<file path="src/core/loop_act_params.svh">
// Purpose: constants for the loop activation sequencer
// Assumes: 100 MHz reference clock
// Notes: codes shared by command and indication registers
`ifndef LOOP_ACT_PARAMS_SVH
`define LOOP_ACT_PARAMS_SVH
// shared four-bit code table
`define CODE_PUP 4'h0
`define CODE_RES 4'h1
`define CODE_ERR 4'h4
`define CODE_PDN 4'h5
`define CODE_SYNC 4'h6
`define CODE_PEND 4'h8
`define CODE_ACT 4'hc
`define CODE_DEACT 4'hf
// indication register reset value (deactivated)
`define STATUS_RESET 8'h0f
// times in ms and derived cycle counts at 100 MHz
`define CLK_MHZ 100
`define T_LONG_MS 15000
`define T_RESYNC_MS 480
`define T_QUIET_MS 40
`define CYC_PER_MS (`CLK_MHZ * 1000)
// flag validation and teardown counts
`define VALID_COUNT 3
`define TEARDOWN_SF 4
`endif

</file>
<file path="src/core/loop_act_pkg.sv">
// Purpose: types for the loop activation sequencer
// Assumes: nothing
// Notes: constants live in loop_act_params.svh
package loop_act_pkg;
    // sequencer states, gray in the listed order
    typedef enum logic [3:0] {
        ST_RESET = 4'h0,
        ST_WAIT_SYNC = 4'h1,
        ST_PENDING = 4'h3,
        ST_BREAK = 4'h2,
        ST_ACTIVE = 4'h6,
        ST_RESYNC = 4'h7,
        ST_TEARDOWN = 4'h5,
        ST_FAIL = 4'h4,
        ST_POWERDOWN = 4'hc
    } seq_state_e;
endpackage : loop_act_pkg

</file>
<file path="src/core/loop_activation_sequencer.sv">
// Purpose: activation and deactivation sequencer with indication register
// Assumes: line events arrive as one-cycle pulses from the frame logic
// Notes: long counts are parameters so a simulation may shorten them
// Operation
// - indication register low nibble, upper zero
// - serial mode pushes status changes to stack
// - activation entry wins over other interrupts
// - wake tone sets indication, pin when down
// - NT teardown flag zero validated three times
// - LT reports sync indication on superframe lock
// - pending on NT sync or LT wake
// - NT full activation after transparency flag one
// - sync loss errors, retries 480 ms
// - transparency fall while active reports error
// - LT deactivation ends in reset, deactivated report
// - GCI powered-down powerup command is acknowledged
// - cold start first, warm after proper deactivation
// - timers 15 s, 480 ms, 40 ms; long disableable
// - LT proceeds to sync then sends flag one
// - long timeout: error, then deactivated, full reset
// - breakpoint holds LT transmit flag zero
// - LT teardown sends zero flag, waits silence
// - NT sync raises pending, sends ready frames
// - NT completes on flag one validated thrice
// - NT stops on far-end silence, reports deactivation
// - LT sends teardown flag zero four superframes
`include "loop_act_params.svh"
module loop_activation_sequencer import loop_act_pkg::*; #(
    parameter int unsigned LONG_CYC = `T_LONG_MS * `CYC_PER_MS,
    parameter int unsigned RESYNC_CYC = `T_RESYNC_MS * `CYC_PER_MS,
    parameter int unsigned QUIET_CYC = `T_QUIET_MS * `CYC_PER_MS
) (
    input wire logic ref_clk_i,
    input wire logic rst_n_i,
    input wire logic nt_mode_i, // 1 = NT end, 0 = LT end
    input wire logic gci_mode_i, // 1 = GCI, 0 = serial control
    input wire logic breakpoint_two_enable_i,
    input wire logic long_timer_disable_i,
    input wire logic cmd_valid_i, // one-cycle command strobe
    input wire logic [3:0] cmd_code_i,
    input wire logic wake_tone_i,
    input wire logic sf_sync_i, // superframe sync level
    input wire logic line_signal_i, // far-end energy present
    input wire logic sf_tick_i, // one pulse per received superframe
    input wire logic rx_act_i, // received transparency flag
    input wire logic rx_dea_i, // received teardown flag
    input wire logic irq_other_i, // lower-priority interrupt request
    input wire logic stack_ready_i, // interrupt stack accepts
    output logic [7:0] activation_status_o,
    output logic stack_push_o,
    output logic [3:0] stack_data_o,
    output logic stack_other_grant_o,
    output logic tx_enable_o,
    output logic tx_act_o,
    output logic tx_dea_o,
    output logic data_open_o,
    output logic powered_o,
    output logic warm_start_o,
    output logic wake_tone_pin_n_o
);
    seq_state_e state_r; // sequencer state
    logic [31:0] timer_r; // phase timer
    logic [31:0] long_r; // 15 s default timer
    logic long_run_r;
    logic [1:0] val_r; // flag validation count
    logic [2:0] sf_cnt_r; // teardown superframe count
    logic act_q_r; // last received transparency flag
    logic [3:0] code_r; // current indication
    logic [3:0] code_nxt;
    logic push_pend_r; // change waiting for stack
    logic warm_r; // warm start allowed
    logic powered_r;
    logic di_due_r; // deactivated due once reset follows fail or teardown
    logic bp_release_r; // completion command seen while pending

    wire cmd_ar = cmd_valid_i && cmd_code_i == `CODE_PEND;
    wire cmd_ac = cmd_valid_i && cmd_code_i == `CODE_ACT;
    wire cmd_pup = cmd_valid_i && cmd_code_i == `CODE_PUP;
    wire cmd_pdn = cmd_valid_i && (cmd_code_i == `CODE_PDN || cmd_code_i == `CODE_DEACT);
    wire cmd_res = cmd_valid_i && cmd_code_i == `CODE_RES;
    wire long_exp = long_run_r && !long_timer_disable_i
                    && long_r >= LONG_CYC - 1;
    wire deact = state_r == ST_RESET || state_r == ST_POWERDOWN;

    // power state follows power commands
    always_ff @(posedge ref_clk_i) begin
        if (!rst_n_i) begin
            powered_r <= 1'b0;
        end else if (cmd_pup && !(state_r == ST_ACTIVE && !nt_mode_i)) begin
            powered_r <= 1'b1;
        end else if (cmd_pdn) begin
            powered_r <= 1'b0;
        end
    end

    // main sequencer
    always_ff @(posedge ref_clk_i) begin
        if (!rst_n_i) begin
            state_r <= ST_POWERDOWN;
            timer_r <= 32'h0;
            val_r <= 2'h0;
            sf_cnt_r <= 3'h0;
            bp_release_r <= 1'b0;
        end else begin
            timer_r <= timer_r + 32'h1;
            case (state_r)
                ST_POWERDOWN: begin
                    if (cmd_pup) begin
                        state_r <= ST_RESET;
                    end
                end
                ST_RESET: begin
                    // activation proceeds only after request
                    if (cmd_pdn) begin
                        state_r <= ST_POWERDOWN;
                    end else if (cmd_ar && powered_r) begin
                        state_r <= ST_WAIT_SYNC;
                        bp_release_r <= 1'b0;
                    end
                end
                ST_WAIT_SYNC: begin
                    if (sf_sync_i) begin
                        state_r <= ST_PENDING;
                        val_r <= 2'h0;
                    end
                end
                ST_PENDING: begin
                    if (cmd_ac) begin
                        bp_release_r <= 1'b1;
                    end
                    if (!sf_sync_i) begin
                        state_r <= ST_RESYNC;
                        timer_r <= 32'h0;
                    end else if (!nt_mode_i) begin
                        state_r <= breakpoint_two_enable_i ? ST_BREAK : ST_ACTIVE;
                    end else if (bp_release_r && sf_tick_i) begin
                        // transparency one validated three times
                        if (!rx_act_i) begin
                            val_r <= 2'h0;
                        end else if (val_r == 2'(`VALID_COUNT - 1)) begin
                            state_r <= ST_ACTIVE;
                            val_r <= 2'h0;
                        end else begin
                            val_r <= val_r + 2'h1;
                        end
                    end
                end
                ST_BREAK: begin
                    if (!sf_sync_i) begin
                        state_r <= ST_RESYNC;
                        timer_r <= 32'h0;
                    end else if (cmd_ac) begin
                        state_r <= ST_ACTIVE;
                    end
                end
                ST_ACTIVE: begin
                    if (!sf_sync_i) begin
                        state_r <= ST_RESYNC;
                        timer_r <= 32'h0;
                    end else if (!nt_mode_i && cmd_pup) begin
                        state_r <= ST_TEARDOWN;
                        sf_cnt_r <= 3'h0;
                    end else if (nt_mode_i && sf_tick_i) begin
                        // teardown flag zero validated three times
                        if (rx_dea_i) begin
                            val_r <= 2'h0;
                        end else if (val_r == 2'(`VALID_COUNT - 1)) begin
                            state_r <= ST_TEARDOWN;
                            timer_r <= 32'h0;
                        end else begin
                            val_r <= val_r + 2'h1;
                        end
                    end
                end
                ST_RESYNC: begin
                    if (sf_sync_i && line_signal_i) begin
                        state_r <= ST_PENDING;
                    end else if (!line_signal_i || timer_r >= RESYNC_CYC - 1) begin
                        state_r <= ST_FAIL;
                    end
                end
                ST_TEARDOWN: begin
                    if (!nt_mode_i) begin
                        // four zero flags, then wait for silence
                        if (sf_cnt_r < 3'(`TEARDOWN_SF)) begin
                            sf_cnt_r <= sf_cnt_r + (sf_tick_i ? 3'h1 : 3'h0);
                            timer_r <= 32'h0;
                        end else if (!line_signal_i && timer_r >= QUIET_CYC - 1) begin
                            state_r <= ST_RESET;
                        end else if (line_signal_i) begin
                            timer_r <= 32'h0;
                        end
                    end else if (line_signal_i) begin
                        timer_r <= 32'h0;
                    end else if (timer_r >= QUIET_CYC - 1) begin
                        state_r <= ST_RESET;
                    end
                end
                ST_FAIL: begin
                    state_r <= ST_RESET;
                end
                default: begin
                    state_r <= ST_RESET;
                end
            endcase
            // timeout or reset command forces full reset
            if (long_exp || (cmd_res && !deact)) begin
                state_r <= ST_FAIL;
            end
        end
    end

    // 15 s default timer from request to full activation
    always_ff @(posedge ref_clk_i) begin
        if (!rst_n_i) begin
            long_r <= 32'h0;
            long_run_r <= 1'b0;
        end else if (state_r == ST_RESET && cmd_ar && powered_r) begin
            long_r <= 32'h0;
            long_run_r <= 1'b1;
        end else if (state_r == ST_ACTIVE || deact || long_exp) begin
            long_run_r <= 1'b0;
        end else begin
            long_r <= long_r + 32'h1;
        end
    end

    // warm start allowed only after a proper deactivation
    always_ff @(posedge ref_clk_i) begin
        if (!rst_n_i) begin
            warm_r <= 1'b0;
        end else if (state_r == ST_FAIL) begin
            warm_r <= 1'b0;
        end else if (state_r == ST_TEARDOWN && (nt_mode_i || sf_cnt_r >= 3'(`TEARDOWN_SF))
                     && !line_signal_i && timer_r >= QUIET_CYC - 1) begin
            warm_r <= 1'b1;
        end
    end

    // received transparency history for fall detection
    always_ff @(posedge ref_clk_i) begin
        if (!rst_n_i) begin
            act_q_r <= 1'b0;
        end else if (sf_tick_i) begin
            act_q_r <= rx_act_i;
        end
    end

    // next indication code; only table codes appear
    always_comb begin
        code_nxt = code_r;
        if (state_r == ST_FAIL) begin
            code_nxt = `CODE_ERR;
        end else if (di_due_r && state_r == ST_RESET) begin
            // keyed on the entry into reset, since code 0 is shared by
            // pending deactivation and power-up acknowledge
            code_nxt = `CODE_DEACT;
        end else if (deact && wake_tone_i) begin
            code_nxt = nt_mode_i ? `CODE_PUP : `CODE_PEND;
        end else if (state_r == ST_POWERDOWN && cmd_pup && gci_mode_i) begin
            code_nxt = `CODE_PUP;
        end else if (state_r == ST_TEARDOWN && nt_mode_i && code_r == `CODE_ACT) begin
            code_nxt = `CODE_PUP; // pending deactivation
        end else if (state_r == ST_RESYNC) begin
            code_nxt = `CODE_ERR;
        end else if (state_r == ST_ACTIVE && act_q_r && sf_tick_i && !rx_act_i) begin
            code_nxt = `CODE_ERR;
        end else if (state_r == ST_ACTIVE && code_r != `CODE_ERR) begin
            code_nxt = `CODE_ACT;
        end else if (state_r == ST_BREAK) begin
            code_nxt = `CODE_ACT; // host must answer with completion
        end else if (state_r == ST_PENDING) begin
            code_nxt = nt_mode_i ? `CODE_PEND : `CODE_SYNC;
        end
    end

    // indication register holds last code
    always_ff @(posedge ref_clk_i) begin
        if (!rst_n_i) begin
            code_r <= 4'(`STATUS_RESET);
            di_due_r <= 1'b0;
        end else begin
            code_r <= code_nxt;
            // teardown and fail only ever leave towards reset or fail
            di_due_r <= state_r == ST_FAIL || state_r == ST_TEARDOWN;
        end
    end

    // push queue to stack in serial mode only
    always_ff @(posedge ref_clk_i) begin
        if (!rst_n_i) begin
            push_pend_r <= 1'b0;
        end else if (code_nxt != code_r && !gci_mode_i) begin
            push_pend_r <= 1'b1;
        end else if (stack_ready_i) begin
            push_pend_r <= 1'b0;
        end
    end

    assign activation_status_o = {4'h0, code_r};
    assign stack_push_o = push_pend_r;
    assign stack_data_o = code_r;
    assign stack_other_grant_o = irq_other_i && !push_pend_r && stack_ready_i;
    assign tx_enable_o = !deact && state_r != ST_FAIL;
    assign tx_act_o = state_r == ST_ACTIVE;
    assign tx_dea_o = state_r != ST_TEARDOWN;
    assign data_open_o = state_r == ST_ACTIVE && code_r == `CODE_ACT;
    assign powered_o = powered_r;
    assign warm_start_o = warm_r;
    assign wake_tone_pin_n_o = !(state_r == ST_POWERDOWN && wake_tone_i);

    // assertions
    a_upper_zero: assert property (@(posedge ref_clk_i) disable iff (!rst_n_i)
        activation_status_o[7:4] == 4'h0) else $error("upper status bits set");
    a_push_serial: assert property (@(posedge ref_clk_i) disable iff (!rst_n_i)
        (code_nxt != code_r && !gci_mode_i) |=> stack_push_o) else $error("no push");
    a_push_priority: assert property (@(posedge ref_clk_i) disable iff (!rst_n_i)
        stack_push_o |-> !stack_other_grant_o) else $error("priority lost");
    a_wake_pin: assert property (@(posedge ref_clk_i) disable iff (!rst_n_i)
        (state_r == ST_POWERDOWN && wake_tone_i) |-> !wake_tone_pin_n_o)
        else $error("wake pin not low");
    a_fail_then_di: assert property (@(posedge ref_clk_i) disable iff (!rst_n_i)
        state_r == ST_FAIL |=> code_r == `CODE_ERR ##1 code_r == `CODE_DEACT)
        else $error("error then deactivated missing");
    a_break_hold: assert property (@(posedge ref_clk_i) disable iff (!rst_n_i)
        state_r == ST_BREAK |-> !tx_act_o) else $error("flag not held");
    a_teardown_zero: assert property (@(posedge ref_clk_i) disable iff (!rst_n_i)
        $rose(state_r == ST_TEARDOWN) && !nt_mode_i |-> !tx_dea_o [*4])
        else $error("teardown too short");
    a_nt_pending: assert property (@(posedge ref_clk_i) disable iff (!rst_n_i)
        (state_r == ST_PENDING && nt_mode_i && !long_exp && !cmd_res) |=> code_r == `CODE_PEND)
        else $error("pending missing");
    a_open_active: assert property (@(posedge ref_clk_i) disable iff (!rst_n_i)
        data_open_o |-> state_r == ST_ACTIVE) else $error("data open early");
    c_full_act: cover property (@(posedge ref_clk_i) code_r == `CODE_ACT);
    c_timeout: cover property (@(posedge ref_clk_i) long_exp);
    c_teardown: cover property (@(posedge ref_clk_i)
        state_r == ST_TEARDOWN ##1 state_r == ST_RESET);
endmodule : loop_activation_sequencer

</file>
<file path="config.mk">
export PLATFORM = sky130hd
export DESIGN_NAME = loop_activation_sequencer
export DESIGN_NICKNAME = d
export VERILOG_FILES = /design/src/core/loop_act_pkg.sv /design/src/core/loop_activation_sequencer.sv
export VERILOG_INCLUDE_DIRS = /design/src /design/src/core
export SDC_FILE = /design/constraint.sdc
export NUM_CORES = 1
export LEC_CHECK = 0
export ABC_CLOCK_PERIOD_IN_PS = 3010
export BUFFER_PORTS_ARGS = -buffer_cell sky130_fd_sc_hd__buf_2
export CELL_PAD_IN_SITES_DETAIL_PLACEMENT = 0
export CELL_PAD_IN_SITES_GLOBAL_PLACEMENT = 2
export CORE_UTILIZATION = 35
export DETAILED_ROUTE_END_ITERATION = 8
export GPL_TIMING_DRIVEN = 0
export PLACE_DENSITY = 0.75
export SYNTH_ARGS = -nofsm -noshare
export SYNTH_HDL_FRONTEND = slang
export SYNTH_SLANG_ARGS = --single-unit
</file>
<file path="constraint.sdc">
create_clock -name ref_clk_i -period 3.01 [get_ports ref_clk_i]
set_clock_uncertainty 0.15 [all_clocks]
set_input_delay 0.1505 -clock ref_clk_i [delete_from_list [all_inputs] [get_ports ref_clk_i]]
set_output_delay 0.1505 -clock ref_clk_i [all_outputs]
set_load 0.01 [all_outputs]
</file>
==> metrics, run 1 <==
status=finished, final reports clean; CP arrival=approximately 2.8 ns; global route overflow=0; Detail Placement HPWL=~8900 um; I/O Pins=40; nets=roughly 660; Worst slew margin=0.310; Worst EP required=3.06 ns; maximum root-to-sink buffer count=2; vias per std cell=around 5.2; Total Wirelength=approximately 12000 um; largest net degree at the start of global routing=15; CP startpoint kind=flip-flop; Tcrit/Tclk final=0.911; leakage=2.11 nW; post-layout util=0.413; Post-synth top flop=dfxtp_1; Num CTS Buffers=9; Distinct cells, synth=67; Reg clk slew, reported paths=0.06 ns; critical path class=reg2reg; Final Power=~0.0033 W; number of synthesized flops with an enable pin=0; PwrDens=608 nW/um^2; number of port buffers=34; maximum clock frequency=0.365 GHz; sum of buffers and inverters on the critical path=1; mean area per synthesized cell=8.05 um^2; root buf cell=clkbuf_16; Clk Latency, worst-skew pair=approximately 0.35 ns; leading area contributor after synthesis=dfxtp_1; Critical-path top delay cell=nor4bb_1; first-pass GRT wire length=19700 um; DRT Pass-1 Iters=5; crit path max fanout=9; gr usage total=0.177; DR iter-0 viols=between 200 and 250; die area=between 10000 and 15000 um^2; clk sinks=84; vias in the first global route=around 4000; worst vdd ir=about 0.00032 V; Setup crit end kind=flip-flop; TritonCTS clock tree=built; Gate Count Post-Synth=around 590; min-delay worst type=in2reg; cell chain of the critical path=clkbuf_1 -> nor4bb_1 -> nand2_1 -> o2bb2a_1 -> o21a_1 -> a41oi_2 -> a211oi_1 -> a31oi_1; Worst-Margin Slew=~1.0 ns; post-CTS setup buffer count=0; # DRC=0; core area=13200 um^2; gpl congestion=0.855; fraction of layout cells with a size suffix above 1=0.114; Largest delay share family, worst path=simple AND/OR/NAND/NOR gates; synth warn=0; H-tree levels=3; initial antenna violation count=0; number of diodes=0; RSZ-0062 raised after global routing=no; number of max-cap violations=0; Syn Std Cell Area=about 4700 um^2; drt wl/cell=roughly 14 um; die width=118 um; minimum clock period=between 2 and 3 ns; fin. max-slew vios=0; die height=~120 um; FF+latch count, synth=84; Async S/R FF share, synth=0; synth-to-layout area growth=15.6%; post-synth top area share=0.357; most area-consuming cells after synthesis=dfxtp_1 (36%), xor2_1 (8.9%), nor2_1 (7.0%), nand2_1 (4.5%), nand3_1 (3.7%); # rows=between 40 and 50; initial core utilization=0.357; CP peak stage delay=~0.85 ns; Cells after DPL=around 800; Final Hold Vio Count=0; DRT antenna net count=0; via count=approximately 4200; Finish-stage setup viols=0; total negative slack=0 ns; sequential share of the synthesized area=0.357; Non-Filler Instances=around 800
==> cell usage in the layout, fill, tap and decap left out, types with 3 or more instances in the layout <==
cell        n
nor2_1     88
dfxtp_1    84
nand2_1    57
xor2_1     48
nand3_1    35
buf_2      34
o21ai_0    25
inv_1      20
a21oi_1    20
clkbuf_1   19
nand4_1    18
xnor2_1    16
and3_1     13
nand2b_1    9
a31oi_1     9
and2_1      9
clkbuf_16   9
nor2b_1     8
buf_4       8
nor3_1      7
ha_1        7
nor4_1      6
nor4_2      5
a21boi_0    4
o211ai_1    4
conb_1      4
nor3b_1     3
nor4bb_1    3
or4_1       3
o211a_1     3
and3b_1     3
a32oi_1     3
==> through the flow <==
step | hold WS (ns) | instance area [um^2] | setup slack, ns
2_1_floorplan | 0.163 | 4720 | 0.634
6_report | 0.0181 | 5450 | 0.267
4_1_cts | 0.0172 | 5430 | 0.124
3_5_place_dp | 0.303 | 5110 | 0.130
5_1_grt | 0.0506 | 5450 | 0.0106
3_3_place_gp | 0.295 | 5110 | 0.231
==> Yosys cell counts (all sizes together), types with 4 or more instances <==
master   n
o211ai   4
nor2    88
nand4   20
a21boi   4
a21oi   20
xor2    48
dfxtp   84
nor3     7
inv     20
nor2b    8
nor4    11
and2     9
buf     11
xnor2   16
o21ai   26
a31oi    9
ha       7
or4      4
nand2b   9
clkbuf  17
nand2   57
and3    13
nand3   35
==> layer usage <==
metal  track usage  up-vias  share of wire
met5             0        -              0
met4        0.0625        0          0.014
met3        0.0359       15          0.029
met2         0.278       58           0.46
met1         0.240     1983           0.50
li1              -     2149              -
==> registers in the layout, summed over array words and instances (netlist names) <==
name	flops
long_run_r	1
val_r	2
di_due_r	1
sf_cnt_r	3
bp_release_r	1
act_q_r	1
warm_start_o	1
stack_data_o	4
long_r	32
stack_push_o	1
powered_o	1
state_r	4
timer_r	32
==> worst min-delay path, delay by kind of cell <==
kind,cells,cell delay [ns]
AND/OR/NAND/NOR,1,0.09
buffers and inverters,1,0.15
multiplexers,1,0.09
==> report_power, final <==
group	total (W)	leakage, nW	internal [W]	switching [W]
Combinational	0.000899	1.29	0.000367	0.000532
Clock	0.00115	0.144	0.000673	0.000473
Sequential	0.00127	0.680	0.00118	0.0000845
Total	0.00331	2.11	0.00222	0.00109
==> cells by family after synthesis <==
kind of cell,synth area share
buf+inv,0.0478
flops,0.357
mux,0.00664
xor+xnor,0.119
fa+ha+maj,0.0186
other cells,0.000796
compound gates,0.140
simple gates,0.310
==> path summary, 6_finish.rpt <==
check                           cells after the start  slack [ns]                      end               startpoint
worst min-delay path                                3        0.02     act_q_r$_SDFFE_PN0P_                sf_tick_i
worst max-delay path                                8        0.27  state_r[2]$_SDFFE_PP1P_  state_r[1]$_SDFFE_PP0P_
worst max register to register                      8        0.27  state_r[2]$_SDFFE_PP1P_  state_r[1]$_SDFFE_PP0P_
worst min register to register                      1        0.34    timer_r[0]$_SDFF_PN0_    timer_r[0]$_SDFF_PN0_
==> what timing repair did <==
action / in CTS / in global routing
resized for setup: 0 / 2
endpoints found under the hold margin: 2 / 0
setup endpoints to repair: 0 / 6
hold buffers: 2 / 0
==> final cells by class <==
type	instances	area [um^2]
Clock inverter	4	55.1
Tap cell	176	220
Timing Repair Buffer	36	190
Buffer	28	150
Fill cell	1388	7740
Sequential cell	84	1680
Multi-Input combinational cell	456	2830
Clock buffer	12	246
Inverter	20	75.1
Power figures use the tool's default switching activity.
==> run 2: changes to the inputs <==
--- a/config.mk
+++ b/config.mk
@@ -13,6 +13,7 @@
 export CORE_UTILIZATION = 35
 export DETAILED_ROUTE_END_ITERATION = 8
 export GPL_TIMING_DRIVEN = 0
+export MAX_ROUTING_LAYER = met4
 export PLACE_DENSITY = 0.75
 export SYNTH_ARGS = -nofsm -noshare
 export SYNTH_HDL_FRONTEND = slang
==> run 2 against run 1 <==
Compared with the run above: design area unchanged; cell count unchanged; sequential cell count unchanged; register-to-register slack worse by 0.05 ns; global-route usage up 0.49 points; first-iteration DRC count down 2.2%; combinational power about the same; sequential power about the same; die area unchanged; via count up 0.17%; worst hold slack better by 0.0050 ns.
==> metrics, run 2 (synthesis gave the netlist of run 1 again) <==
core area=13200 um^2 (unchanged); post-CTS setup buffer count=0 (unchanged); Detail Placement HPWL=8860 um (unchanged); final instance area=5450 um^2 (unchanged); gpl congestion=0.869 (was 0.855); # DRC=0 (unchanged); Critical-path top delay cell=nor4bb_1 (unchanged); global route overflow=0 (unchanged); internal power=0.00222 W (about the same); Top Metal Used=met4 (unchanged); Cells after DPL=798 (unchanged); Tcrit/Tclk final=0.927 (was 0.911); root buf cell=clkbuf_16 (unchanged); die width=118 um (unchanged); switching part of the total power=0.328 (was 0.329); drt wl/cell=14.5 um (about the same); RSZ-0062 raised after global routing=no (unchanged); largest net degree at the start of global routing=15 (unchanged); DRT Pass-1 Iters=5 (unchanged); maximum clock frequency=0.359 GHz (was 0.365 GHz); worst vdd ir=0.000316 V (was 0.000319 V); WL met1=5810 um (was 5930 um); H-tree levels=3 (unchanged); combinational group share of total power=0.272 (about the same); synth-to-layout area growth=15.6% (unchanged); Non-Filler Instances=816 (unchanged); clock share of power=0.345 (was 0.346); pre-CTS WS=0.130 ns (unchanged); number of max-cap violations=0 (unchanged); CP startpoint kind=flip-flop (unchanged); fin. max-slew vios=0 (unchanged); minimum clock period=2.79 ns (was 2.74 ns); number of diodes=0 (unchanged); Worst slew margin=0.272 (was 0.310); leakage=2.11 nW (unchanged); Worst-Margin Slew=1.08 ns (was 1.02 ns); DR iter-0 viols=227 (was 232); Seq pwr share=0.383 (was 0.382); Finish-stage setup viols=0 (unchanged); Largest regs=long_r (32), timer_r (32) (unchanged); I/O Pins=40 (unchanged); status=finished, final reports clean (unchanged); Clk Latency, worst-skew pair=0.34 ns (was 0.35 ns); TritonCTS clock tree=built (unchanged); commonest non-fill, non-tap cell in the layout=nor2_1 (unchanged); gr usage total=0.182 (was 0.177); total negative slack=0 ns (unchanged); CP peak stage delay=0.90 ns (was 0.85 ns); placed cell area=5110 um^2 (unchanged); die height=118 um (unchanged); cell chain of the critical path=clkbuf_1 -> nor4bb_1 -> nand2_1 -> o2bb2a_1 -> o21a_1 -> a41oi_2 -> a211oi_1 -> a31oi_1 (unchanged); die area=13900 um^2 (unchanged); Total Wirelength=11800 um (about the same); crit path max fanout=9 (unchanged); Num CTS Buffers=9 (unchanged); final worst slack=0.221 ns (was 0.267 ns); post-layout util=0.413 (unchanged); PwrDens=607 nW/um^2 (was 608 nW/um^2); met3 WL=473 um (was 340 um); NetSw=0.00108 W (was 0.00109 W); clk sinks=84 (unchanged); maximum root-to-sink buffer count=2 (unchanged); Final Hold Vio Count=0 (unchanged); Worst EP required=3.06 ns (about the same); initial core utilization=0.357 (unchanged); number of port buffers=34 (unchanged); fraction of layout cells with a size suffix above 1=0.114 (unchanged); min-delay worst type=in2reg (unchanged); Setup crit end kind=flip-flop (unchanged); first-pass GRT wire length=19700 um (about the same); Reg clk slew, reported paths=0.06 ns (about the same); critical path class=reg2reg (unchanged); met2 routed WL=5390 um (was 5380 um); initial antenna violation count=0 (unchanged); DRT antenna net count=0 (unchanged); vias in the first global route=3952 (was 3955); vias per std cell=5.16 (was 5.15); # rows=42 (unchanged); commonest cells after routing, fill and taps aside=nor2_1 (88), dfxtp_1 (84), nand2_1 (57) (unchanged); CP arrival=2.84 ns (was 2.79 ns); nets=661 (unchanged); via count=4212 (was 4205)
[run 2: power groups by stage]
stage / logic [W] / registers, W / clock network [W]
2_1_floorplan: 0.000628 / 0.00128 / 0
3_3_place_gp: 0.000901 / 0.00129 / 0
3_5_place_dp: 0.000890 / 0.00129 / 0
4_1_cts: 0.000896 / 0.00127 / 0.00118
5_1_grt: 0.000987 / 0.00128 / 0.00122
6_report: 0.000900 / 0.00127 / 0.00114
[run 2: layout make-up]
cell class	count	area, um^2
Inverter	20	75.1
Buffer	28	150
Multi-Input combinational cell	456	2830
Fill cell	1388	7740
Clock inverter	4	55.1
Tap cell	176	220
Timing Repair Buffer	36	190
Sequential cell	84	1680
Clock buffer	12	246
[run 2: worst max-delay path: cells and delay by family (launching register included)]
kind | cells | cell delay [ns]
simple gates | 2 | 1.04
compound gates | 5 | 0.88
flops | 1 | 0.31
buf+inv | 1 | 0.27
[run 2: repair_timing]
action	in CTS	in global routing
resized for setup	0	2
setup endpoints to repair	0	6
hold endpoints to repair	2	0
hold buffers	2	0
[run 2: final timing paths]
kind	start	endpoint	slack [ns]	cells past startpoint
setup / recovery	state_r[1]$_SDFFE_PP0P_	state_r[2]$_SDFFE_PP1P_	0.22	8
hold / removal	sf_tick_i	act_q_r$_SDFFE_PN0P_	0.02	3
setup reg to reg	state_r[1]$_SDFFE_PP0P_	state_r[2]$_SDFFE_PP1P_	0.22	8
hold reg to reg	timer_r[0]$_SDFF_PN0_	timer_r[0]$_SDFF_PN0_	0.34	1
[run 2: metal layers]
metal	global-route usage	vias up
met5	-	-
met4	0.0625	0
met3	0.0344	13
met2	0.278	90
met1	0.240	1963
li1	-	2146
[run 2: through the flow]
step	power (W)	hold WS, ns
after global routing	0.00349	0.0517
after detailed placement	0.00218	0.303
after floorplan	0.00191	0.163
final	0.00331	0.0230
after CTS	0.00334	0.0172
after global placement	0.00219	0.295
==> run 3: changes to the inputs <==
--- a/config.mk
+++ b/config.mk
@@ -8,13 +8,11 @@
 export LEC_CHECK = 0
 export ABC_CLOCK_PERIOD_IN_PS = 3010
 export BUFFER_PORTS_ARGS = -buffer_cell sky130_fd_sc_hd__buf_2
-export CELL_PAD_IN_SITES_DETAIL_PLACEMENT = 0
-export CELL_PAD_IN_SITES_GLOBAL_PLACEMENT = 2
 export CORE_UTILIZATION = 35
 export DETAILED_ROUTE_END_ITERATION = 8
 export GPL_TIMING_DRIVEN = 0
 export MAX_ROUTING_LAYER = met4
-export PLACE_DENSITY = 0.75
+export PLACE_DENSITY = 0.48
 export SYNTH_ARGS = -nofsm -noshare
 export SYNTH_HDL_FRONTEND = slang
 export SYNTH_SLANG_ARGS = --single-unit
==> run 3 against run 2 <==
Compared with the run above: total power increased by 1.5%; register-to-register slack improved by 0.09 ns; sequential power hardly changed; fmax rose by 3.3%; via count fell by 0.31%; critical endpoint is now stack_push_o$_SDFFE_PN0P_; non-clock buffer count stayed put; largest cell class unchanged.
==> metrics, run 3 (synthesis gave the netlist of run 1 again) <==
cell chain of the critical path=clkbuf_1 -> nor4bb_1 -> o21a_1 -> a31oi_1 -> o31a_1 -> a21oi_1 -> xor2_1 -> a31oi_1 (was clkbuf_1 -> nor4bb_1 -> nand2_1 -> o2bb2a_1 -> o21a_1 -> a41oi_2 -> a211oi_1 -> a31oi_1); root buf cell=clkbuf_16 (unchanged); maximum clock frequency=0.370 GHz (was 0.359 GHz); commonest non-fill, non-tap cell in the layout=nor2_1 (unchanged); die width=118 um (unchanged); TritonCTS clock tree=built (unchanged); first-pass GRT wire length=19700 um (about the same); switching part of the total power=0.320 (was 0.328); R2R Path End=stack_push_o$_SDFFE_PN0P_ (was state_r[2]$_SDFFE_PP1P_); vias in the first global route=3982 (was 3952); # rows=42 (unchanged); post-CTS setup buffer count=0 (unchanged); FF-to-FF setup slack=0.31 ns (was 0.22 ns); Reg clk slew, reported paths=0.07 ns (was 0.06 ns); gr usage total=0.181 (was 0.182); nets=661 (unchanged); Fillers=1375 (was 1388); Hold Crit Depth=3 (unchanged); internal power=0.00228 W (was 0.00222 W); hold endpoint=act_q_r$_SDFFE_PN0P_ (unchanged); pre-CTS WS=0.161 ns (was 0.130 ns); PwrDens=614 nW/um^2 (was 607 nW/um^2); core area=13200 um^2 (unchanged); vias per std cell=5.15 (was 5.16); worst vdd ir=0.000231 V (was 0.000316 V); Critical-path top delay cell=nor4bb_1 (unchanged); global route overflow=0 (unchanged); Seq pwr share=0.378 (was 0.383); CP startpoint kind=flip-flop (unchanged); RSZ-0062 raised after global routing=no (unchanged); number of port buffers=34 (unchanged); via count=4199 (was 4212); total negative slack=0 ns (unchanged); die height=118 um (unchanged); Detail Placement HPWL=8550 um (was 8860 um); DR iter-0 viols=232 (was 227); NetSw=0.00107 W (was 0.00108 W); Largest regs=long_r (32), timer_r (32) (unchanged); combinational group share of total power=0.267 (was 0.272); Num CTS Buffers=9 (unchanged); critical path class=reg2reg (unchanged); CP arrival=2.78 ns (was 2.84 ns); final worst slack=0.309 ns (was 0.221 ns); HP Start=sf_tick_i (unchanged); # DRC=0 (unchanged); DRT Pass-1 Iters=4 (was 5); sum of buffers and inverters on the critical path=1 (unchanged); Worst R2R Path Depth=8 (unchanged); clk sinks=84 (unchanged); Setup crit end kind=flip-flop (unchanged); gpl congestion=0.879 (was 0.869); initial antenna violation count=0 (unchanged); fraction of layout cells with a size suffix above 1=0.117 (was 0.114); Worst slew margin=0.277 (was 0.272); initial core utilization=0.357 (unchanged); Clk Latency, worst-skew pair=0.35 ns (was 0.34 ns); Final Hold Vio Count=0 (unchanged); maximum root-to-sink buffer count=2 (unchanged); commonest cells after routing, fill and taps aside=nor2_1 (88), dfxtp_1 (84), nand2_1 (57) (unchanged); number of max-cap violations=0 (unchanged); minimum clock period=2.70 ns (was 2.79 ns); DRT antenna net count=0 (unchanged); drt wl/cell=14.1 um (was 14.5 um); Worst EP required=3.08 ns (was 3.06 ns); min-delay worst type=in2reg (unchanged); number of diodes=0 (unchanged); CP peak stage delay=0.67 ns (was 0.90 ns); Finish-stage setup viols=0 (unchanged); Total Wirelength=11500 um (was 11800 um); CP most frequent cell=a31oi_1; fin. max-slew vios=0 (unchanged); I/O Pins=40 (unchanged); Largest delay share family, worst path=compound AO/OA/AOI/OAI gates (was simple AND/OR/NAND/NOR gates); crit path max fanout=10 (was 9); register area=1680 um^2 (unchanged); FF-to-FF Start=state_r[2]$_SDFFE_PP1P_ (was state_r[1]$_SDFFE_PP0P_); largest net degree at the start of global routing=14 (was 15); die area=13900 um^2 (unchanged); H-tree levels=3 (unchanged); Tcrit/Tclk final=0.897 (was 0.927); area of the multi-input gates=2830 um^2 (unchanged); Worst-Margin Slew=1.07 ns (was 1.08 ns); status=finished, final reports clean (unchanged); synth-to-layout area growth=16.1% (was 15.6%); leakage=2.12 nW (was 2.11 nW); clock share of power=0.355 (was 0.345)
[run 3: routing by layer]
metal	global-route usage	part of all wire	up-vias
li1	-	-	2145
met1	0.228	0.48	1951
met2	0.277	0.45	84
met3	0.0363	0.046	19
met4	0.0841	0.023	0
met5	-	0	-
[run 3: per-stage QoR]
step | util | total power, W | cells | hold WS, ns | area (um^2)
6_report | 0.415 | 0.00336 | 816 | 0.0137 | 5470
5_1_grt | 0.415 | 0.00355 | 816 | 0.0603 | 5470
4_1_cts | 0.414 | 0.00338 | 816 | 0.00755 | 5460
3_5_place_dp | 0.388 | 0.00218 | 798 | 0.283 | 5110
3_3_place_gp | 0.388 | 0.00218 | 798 | 0.278 | 5110
2_1_floorplan | - | 0.00191 | 588 | 0.163 | 4720
[run 3: repair_timing]
item,CTS,global route
endpoints found under the hold margin,2,0
setup endpoints to repair,0,32
hold buffers,2,0
gates resized for setup,0,2
[run 3: tightest hold or removal path, cell delays in order]
cell and delay, ns:
buf_2 0.15, mux2i_1 0.09, nor2b_1 0.09
[run 3: worst max-delay path by stage]
stage | endpoint | cells past startpoint | from
after floorplan | long_r[11]$_SDFFE_PP0N_ | 9 | long_r[0]$_SDFFE_PP0N_
after detailed placement | state_r[2]$_SDFFE_PP1P_ | 8 | state_r[1]$_SDFFE_PP0P_
after global routing | timer_r[30]$_SDFF_PN0_ | 7 | timer_r[0]$_SDFF_PN0_
after CTS | state_r[0]$_SDFFE_PP0P_ | 8 | state_r[1]$_SDFFE_PP0P_
after global placement | state_r[2]$_SDFFE_PP1P_ | 8 | state_r[1]$_SDFFE_PP0P_
final | stack_push_o$_SDFFE_PN0P_ | 8 | state_r[2]$_SDFFE_PP1P_
[run 3: power groups by stage]
stage / combinational (W) / sequential (W) / clock, W
6_report: 0.000896 / 0.00127 / 0.00119
5_1_grt: 0.000994 / 0.00128 / 0.00128
3_5_place_dp: 0.000886 / 0.00129 / 0
4_1_cts: 0.000892 / 0.00126 / 0.00123
3_3_place_gp: 0.000887 / 0.00129 / 0
2_1_floorplan: 0.000628 / 0.00128 / 0
[run 3: cell type report]
| type | count | area share |
|---|---|---|
| Inverter | 20 | 0.0137 |
| Sequential cell | 84 | 0.308 |
| Clock buffer | 13 | 0.0513 |
| Buffer | 28 | 0.0275 |
| Multi-Input combinational cell | 456 | 0.517 |
| Timing Repair Buffer | 36 | 0.0348 |
| Tap cell | 176 | 0.0403 |
| Clock inverter | 3 | 0.00778 |
